[src/hdl/irq_consts.svh]
// Constants for the vectored interrupt arbiter
`ifndef IRQ_CONSTS_SVH
`define IRQ_CONSTS_SVH

`define NUM_MASKABLE    10
`define ENTRY_ADDR      15'h00FF
`define ACK_CYCLES      3'h7
`define ADDR_ENABLE_LO  3'h0
`define ADDR_ENABLE_HI  3'h1
`define ADDR_PEND_LO    3'h2
`define ADDR_PEND_HI    3'h3
`define ADDR_STATUS     3'h4
`define ADDR_VECTOR     3'h5
`define STAT_GIE_BIT    0
`define VEC_TRAP        8'hFE
`define VEC_DEFAULT     8'hE0
`define VEC_TABLE       80'hE2_EA_EC_EE_F0_F2_F4_F6_F8_FA

`endif

[src/hdl/irq_pkg.sv]
// Types shared by the vectored interrupt arbiter
package irq_pkg;
    typedef logic [9:0]  src_vec_t;
    typedef logic [14:0] pc_t;
    typedef enum logic [1:0] {
        ST_IDLE = 2'b01,
        ST_ACK  = 2'b10
    } ack_state_e;
endpackage

[src/hdl/vectored_interrupt_arbiter.sv]
// Interrupt enable, pending, arbitration and acknowledgment sequencer
`timescale 1ns/1ns
`include "irq_consts.svh"
module vectored_interrupt_arbiter (
    // Clock, reset, enable
    input  wire logic            ref_clk,
    input  wire logic            rst_b,
    input  wire logic            ce,
    // Register port
    input  wire logic [2:0]      addr,
    input  wire logic [7:0]      wdata,
    input  wire logic            wr,
    input  wire logic            rd,
    output logic [7:0]           rdata,
    // Source events, bit 0 ranks highest
    input  wire irq_pkg::src_vec_t src_event,
    input  wire logic            trap_exec,
    // Core sequencer
    input  wire logic            instr_start,
    input  wire logic            cycle_tick,
    input  wire logic            skip_next,
    input  wire irq_pkg::pc_t    next_pc,
    input  wire logic            return_from_irq_instruction_exec,
    input  wire logic            vis_exec,
    output logic                 ack_busy,
    output logic                 push_req,
    output irq_pkg::pc_t         push_addr,
    output logic                 pc_load,
    output irq_pkg::pc_t         pc_value,
    output logic                 pop_req,
    output logic [7:0]           vis_offset
);
    import irq_pkg::*;

    src_vec_t   enable;
    src_vec_t   pending;
    src_vec_t   active;
    logic       global_irq_enable_bit;
    logic       trap_pend;
    logic       trap_busy;
    ack_state_e state;
    logic [2:0] ack_cnt;
    logic       take;
    logic       take_trap;
    logic       maskable_ok;

    // Register write decode, shared by several concerns
    function automatic logic wr_hit(input logic [2:0] a,
                                    input logic [2:0] target,
                                    input logic       strobe);
        wr_hit = strobe && (a == target);
    endfunction

    // Vector table offset for the highest active source
    function automatic logic [7:0] pick_vector(input src_vec_t act);
        logic [79:0] table_bits;
        table_bits  = `VEC_TABLE;
        pick_vector = `VEC_DEFAULT;
        for (int i = `NUM_MASKABLE - 1; i >= 0; i--) begin
            if (act[i]) begin
                pick_vector = table_bits[i*8 +: 8];
            end
        end
    endfunction

    assign active = enable & pending;
    // Trap routine holds off every maskable source
    assign maskable_ok = global_irq_enable_bit && !trap_busy && (|active);
    // Only at an unskipped boundary while idle
    assign take = ce && instr_start && !skip_next && (state == ST_IDLE)
                  && (trap_pend || maskable_ok);
    assign take_trap = take && trap_pend;
    assign ack_busy = (state == ST_ACK);

    // Enable bits
    always_ff @(posedge ref_clk or negedge rst_b) begin
        if (!rst_b) begin
            enable <= '0;
        end else if (ce) begin
            if (wr_hit(addr, `ADDR_ENABLE_LO, wr)) begin
                enable[7:0] <= wdata;
            end
            if (wr_hit(addr, `ADDR_ENABLE_HI, wr)) begin
                enable[9:8] <= wdata[1:0];
            end
        end
    end

    // Pending flags: an event in the clearing cycle wins
    generate
        for (genvar g = 0; g < `NUM_MASKABLE; g++) begin : g_pend
            localparam logic [2:0] PADDR =
                (g < 8) ? `ADDR_PEND_LO : `ADDR_PEND_HI;
            always_ff @(posedge ref_clk or negedge rst_b) begin
                if (!rst_b) begin
                    pending[g] <= 1'b0;
                end else if (ce) begin
                    if (src_event[g]) begin
                        pending[g] <= 1'b1;
                    end else if (wr_hit(addr, PADDR, wr)) begin
                        pending[g] <= wdata[g % 8];
                    end
                end
            end
        end
    endgenerate

    // Global enable
    always_ff @(posedge ref_clk or negedge rst_b) begin
        if (!rst_b) begin
            global_irq_enable_bit <= 1'b0;
        end else if (ce) begin
            if (take) begin
                global_irq_enable_bit <= 1'b0;
            end else if (return_from_irq_instruction_exec) begin
                global_irq_enable_bit <= 1'b1;
            end else if (wr_hit(addr, `ADDR_STATUS, wr)) begin
                global_irq_enable_bit <= wdata[`STAT_GIE_BIT];
            end
        end
    end

    // Software trap request and in-service flag
    always_ff @(posedge ref_clk or negedge rst_b) begin
        if (!rst_b) begin
            trap_pend <= 1'b0;
            trap_busy <= 1'b0;
        end else if (ce) begin
            // A trap issued in the take cycle must not be lost
            if (trap_exec) begin
                trap_pend <= 1'b1;
            end else if (take_trap) begin
                trap_pend <= 1'b0;
            end
            if (take_trap) begin
                trap_busy <= 1'b1;
            end else if (return_from_irq_instruction_exec) begin
                trap_busy <= 1'b0;
            end
        end
    end

    // Acknowledgment sequencer
    always_ff @(posedge ref_clk or negedge rst_b) begin
        if (!rst_b) begin
            state   <= ST_IDLE;
            ack_cnt <= '0;
        end else if (ce) begin
            case (state)
                ST_IDLE: begin
                    if (take) begin
                        state   <= ST_ACK;
                        ack_cnt <= '0;
                    end
                end
                ST_ACK: begin
                    if (cycle_tick) begin
                        if (ack_cnt == `ACK_CYCLES - 3'h1) begin
                            state <= ST_IDLE;
                        end
                        ack_cnt <= ack_cnt + 3'h1;
                    end
                end
                default: begin
                    state <= ST_IDLE;
                end
            endcase
        end
    end

    // Core strobes; the push carries the address about to execute
    always_ff @(posedge ref_clk or negedge rst_b) begin
        if (!rst_b) begin
            push_req  <= 1'b0;
            push_addr <= '0;
            pc_load   <= 1'b0;
            pc_value  <= '0;
            pop_req   <= 1'b0;
        end else if (ce) begin
            push_req <= take;
            if (take) begin
                push_addr <= next_pc;
            end
            pc_load <= (state == ST_ACK) && cycle_tick
                       && (ack_cnt == `ACK_CYCLES - 3'h1);
            pc_value <= `ENTRY_ADDR;
            pop_req  <= return_from_irq_instruction_exec;
        end else begin
            push_req <= 1'b0;
            pc_load  <= 1'b0;
            pop_req  <= 1'b0;
        end
    end

    // Vector select result; trap outranks every maskable source
    always_ff @(posedge ref_clk or negedge rst_b) begin
        if (!rst_b) begin
            vis_offset <= `VEC_DEFAULT;
        end else if (ce && vis_exec) begin
            if (trap_busy) begin
                vis_offset <= `VEC_TRAP;
            end else begin
                vis_offset <= pick_vector(active);
            end
        end
    end

    // Read data, one cycle after the strobe; unmapped reads zero
    always_ff @(posedge ref_clk or negedge rst_b) begin
        if (!rst_b) begin
            rdata <= '0;
        end else if (ce) begin
            rdata <= '0;
            if (rd) begin
                case (addr)
                    `ADDR_ENABLE_LO: rdata <= enable[7:0];
                    `ADDR_ENABLE_HI: rdata <= {6'h00, enable[9:8]};
                    `ADDR_PEND_LO:   rdata <= pending[7:0];
                    `ADDR_PEND_HI:   rdata <= {6'h00, pending[9:8]};
                    `ADDR_STATUS:    rdata <= {5'h00, ack_busy,
                                               trap_busy, global_irq_enable_bit};
                    `ADDR_VECTOR:    rdata <= vis_offset;
                    default:         rdata <= '0;
                endcase
            end
        end
    end

    // Ticks seen during acknowledgment, kept apart from the sequencer
    // so that the length check does not trust its own counter
    logic [3:0] ack_ticks_seen;
    always_ff @(posedge ref_clk or negedge rst_b) begin
        if (!rst_b) begin
            ack_ticks_seen <= '0;
        end else if (ce) begin
            if (take) begin
                ack_ticks_seen <= '0;
            end else if (ack_busy && cycle_tick) begin
                ack_ticks_seen <= ack_ticks_seen + 4'h1;
            end
        end
    end
endmodule // vectored_interrupt_arbiter

[config.mk]
export PLATFORM = sky130hd
export DESIGN_NAME = vectored_interrupt_arbiter
export DESIGN_NICKNAME = d
export VERILOG_FILES = /design/src/hdl/irq_pkg.sv /design/src/hdl/vectored_interrupt_arbiter.sv
export VERILOG_INCLUDE_DIRS = /design/src /design/src/hdl
export SDC_FILE = /design/constraint.sdc
export NUM_CORES = 1
export LEC_CHECK = 0
export ABC_AREA = 1
export BUFFER_PORTS_ARGS = -buffer_cell sky130_fd_sc_hd__buf_2
export CORE_MARGIN = 2
export CORE_UTILIZATION = 50
export CTS_CLUSTER_DIAMETER = 60
export DETAILED_ROUTE_END_ITERATION = 16
export PLACE_DENSITY = 0.79
export SYNTH_ARGS = -nofsm -noshare
export SYNTH_HDL_FRONTEND = slang
export SYNTH_SLANG_ARGS = --single-unit
[constraint.sdc]
create_clock -name ref_clk -period 3.65 [get_ports ref_clk]
set_input_delay 0.73 -clock ref_clk [delete_from_list [all_inputs] [get_ports ref_clk]]
set_output_delay 0.73 -clock ref_clk [all_outputs]
set_load 0.05 [all_outputs]
==> flow_metrics.env <==
export IMPL_seq_power_share=0.367
export IMPL_critPathKind="flop to output pin"
export IMPL_outcome="finished, final reports clean"
export IMPL_start_util=0.5101
export IMPL_first_global_vias=2447
export IMPL_overflow=0
export IMPL_clk_pin_slew_ps=60
export IMPL_vdd_drop_max_uv=487.8
export IMPL_syn_area_per_cell_um2=7.911
export IMPL_synth_area_leader_cell="dfrtp_1"
export IMPL_setup_tns_final_ps=0
export IMPL_final_cell_count_no_fill=537
export IMPL_antennaDiodeCount=0
export IMPL_cts_made_buffers=9
export IMPL_io_pins=97
export IMPL_p_int_w=0.001451
export IMPL_hold_viol=0
export IMPL_antenna_found_initial=0
export IMPL_slew_headroom=0.3120
export IMPL_layout_common_cells="nand2_1, buf_2, dfrtp_1, o21ai_0, inv_1"
export IMPL_num_vias=2627
export IMPL_fin_nets=506
export IMPL_root_buffer="clkbuf_8"
export IMPL_setup_viol=0
export IMPL_cpMostUsedCell="inv_1"
export IMPL_yosysTopAreaCellShare=0.4892
export IMPL_drt_wl_total_mm=6.794
export IMPL_htreeDepth=3
export IMPL_placed_area_um2=3352
export IMPL_holdWs_ps=463.9
export IMPL_fin_crit_sh=0.5929
export IMPL_clk_latency_ps=340
export IMPL_core_um2=5816
export IMPL_slew_violations=0
export IMPL_die_area_um2=6565
export IMPL_required_ps=2920
export IMPL_wire_per_inst_um=12.65
export IMPL_final_common_cell="nand2_1"
export IMPL_cp_num_buf_inv=3
export IMPL_combinationalPowerShare=0.365
export IMPL_skew_ps=8.541
export IMPL_cpLargestDelayFamily="flip-flops"
export IMPL_switching_power_w=0.001053
export IMPL_yosysSeqAreaShare=0.4981
export IMPL_final_area_um2=3578
export IMPL_p_leak_nw=2.011
export IMPL_postCtsSetupBuffers=0
export IMPL_arrival_ps=1430
export IMPL_p_sw_frac=0.4205
export IMPL_cts_sinks=59
export IMPL_drt_iter0_markers=154
export IMPL_synth_cells=375
export IMPL_max_cap_viol_count=0
export IMPL_cts_tree="done"
export IMPL_synthesis_area_um2=2967
export IMPL_cts_hold_buf=0
export IMPL_area_delta_synth_final_pct=20.62
export IMPL_dpl_cell_count=521
export IMPL_power_density_nw_per_um2=699.5
export IMPL_worstPathCellList="inv_1 -> nand2_1 -> inv_1 -> buf_2"
export IMPL_viasPerCell=4.892
export IMPL_dr_pass1_iters=4
export IMPL_die_x_um=81.03
export IMPL_worst_setup_path_start_kind="flop"
export IMPL_finalPower_w=0.002503
export IMPL_critical_path_slowest_cell="dfstp_2"
export IMPL_ys_types=32
export IMPL_numPortBuffers=85
export IMPL_globalplace_congestion=0.8843
export IMPL_worst_slew_pin_slew_ps=1032
export IMPL_cp_max_fo=6
export IMPL_synth_seq_cells=59
export IMPL_hp_class="flop to flop"
export IMPL_pwr_share_clk=0.268
export IMPL_clk_path_buf_depth=2
export IMPL_crit_path_end_kind="output pin"
export IMPL_period_needed_ps=2164
export IMPL_hpwl_mm=5.078
export IMPL_fp_dieH_um=81.03
export IMPL_ant_nets=0
export IMPL_grt_pass1_wl_mm=10.76
export IMPL_final_layout_size_suffix_gt1_frac=0.2662
export IMPL_yosys_warnings=0
export IMPL_fmax_mhz=462.1
export IMPL_num_rows=28
export IMPL_grt_usage=0.2172
export IMPL_grt_max_degree=48
export IMPL_rsz0062_at_grt="false"
export IMPL_cts_repair_resized=0
export IMPL_drcViolationCount=0
export IMPL_synth_area_leaders="dfrtp_1, nand2_1, o21ai_0, buf_4, inv_1"
export IMPL_critPathMaxStageDelay_ps=530
==> through the flow <==
stage | setup WS (ps) | utilization
2_1_floorplan | 1913 | -
3_3_place_gp | 1622 | 0.5764
3_5_place_dp | 1607 | 0.5764
4_1_cts | 1475 | 0.6153
5_1_grt | 1432 | 0.6153
6_report | 1486 | 0.6153
==> area by class of cell <==
| type | instances | area, µm² |
|---|---|---|
| Multi-Input combinational cell | 260 | 1187 |
| Clock inverter | 5 | 75.07 |
| Sequential cell | 59 | 1478 |
| Inverter | 40 | 152.6 |
| Timing Repair Buffer | 87 | 440.4 |
| Tap cell | 75 | 93.84 |
| Fill cell | 539 | 2237 |
| Clock buffer | 11 | 151.4 |
==> flip-flops by register name (all words and copies together), names as in the netlist, 2 cells and up <==
name,flops
pending,10
vis_offset,4
state,2
push_addr,15
ack_cnt,3
rdata,8
enable,10
==> synth_stat cells, drive strengths merged <==
| cell type | count |
|---|---|
| nand4 | 2 |
| dfrtp | 58 |
| inv | 39 |
| a22o | 1 |
| o22ai | 2 |
| dfstp | 1 |
| ha | 2 |
| o21ai | 45 |
| nand2 | 141 |
| xnor2 | 1 |
| nor3 | 5 |
| clkbuf | 2 |
| or2 | 1 |
| a21oi | 10 |
| nand3 | 11 |
| buf | 23 |
| nor2 | 24 |
| clkinv | 1 |
| a31oi | 3 |
| a22oi | 1 |
| conb | 2 |
==> cell families after synthesis <==
group | count (synthesis) | synth area share
and+or+nand+nor | 184 | 0.2623
buffers and inverters | 65 | 0.1130
AOI/OAI and AO/OA | 62 | 0.1126
DFF | 59 | 0.4981
adders and majority gates | 2 | 0.008434
other | 2 | 0.002532
xor gates and xnor gates | 1 | 0.002953
==> worst reg2reg max path, cell delays in order (launching register included) <==
cell     delay [ps]
dfrtp_1         420
nand2_2         110
nand2_2          80
nor2_4          140
nand3_2         110
a21oi_4         440
inv_4           180
nand2_1         100
nand2_1          50
==> per-layer routing <==
layer	global-route usage	share of wire	vias to the layer above
met5	0	0	-
met4	0.09492	0.021	0
met3	0.05444	0.070	13
met2	0.3298	0.45	90
met1	0.2960	0.45	1210
li1	-	-	1314
==> path summary, 6_finish.rpt <==
check | from | endpoint | slack, ps | cells past startpoint
worst min-delay path | state[0] | state[0] | 460 | 2
min in group asynchronous | rst_b | enable[6] | 550 | 1
worst max register to register | enable[3] | push_addr[11] | 1920 | 8
worst max-delay path | state[0] | ack_busy | 1490 | 4
max in group asynchronous | rst_b | push_addr[11] | 2390 | 2
worst min register to register | state[0] | state[0] | 460 | 2
==> power groups by stage <==
stage / clock, W / sequential [W] / combinational [W]
floorplan: 0 / 0.00126 / 0.000358
global placement: 0 / 0.000919 / 0.000899
detailed placement: 0 / 0.000927 / 0.000915
CTS: 0.000681 / 0.000918 / 0.000918
global route: 0.000711 / 0.000939 / 0.000992
finish: 0.000670 / 0.000918 / 0.000914
(Power assumes the default switching activity.)
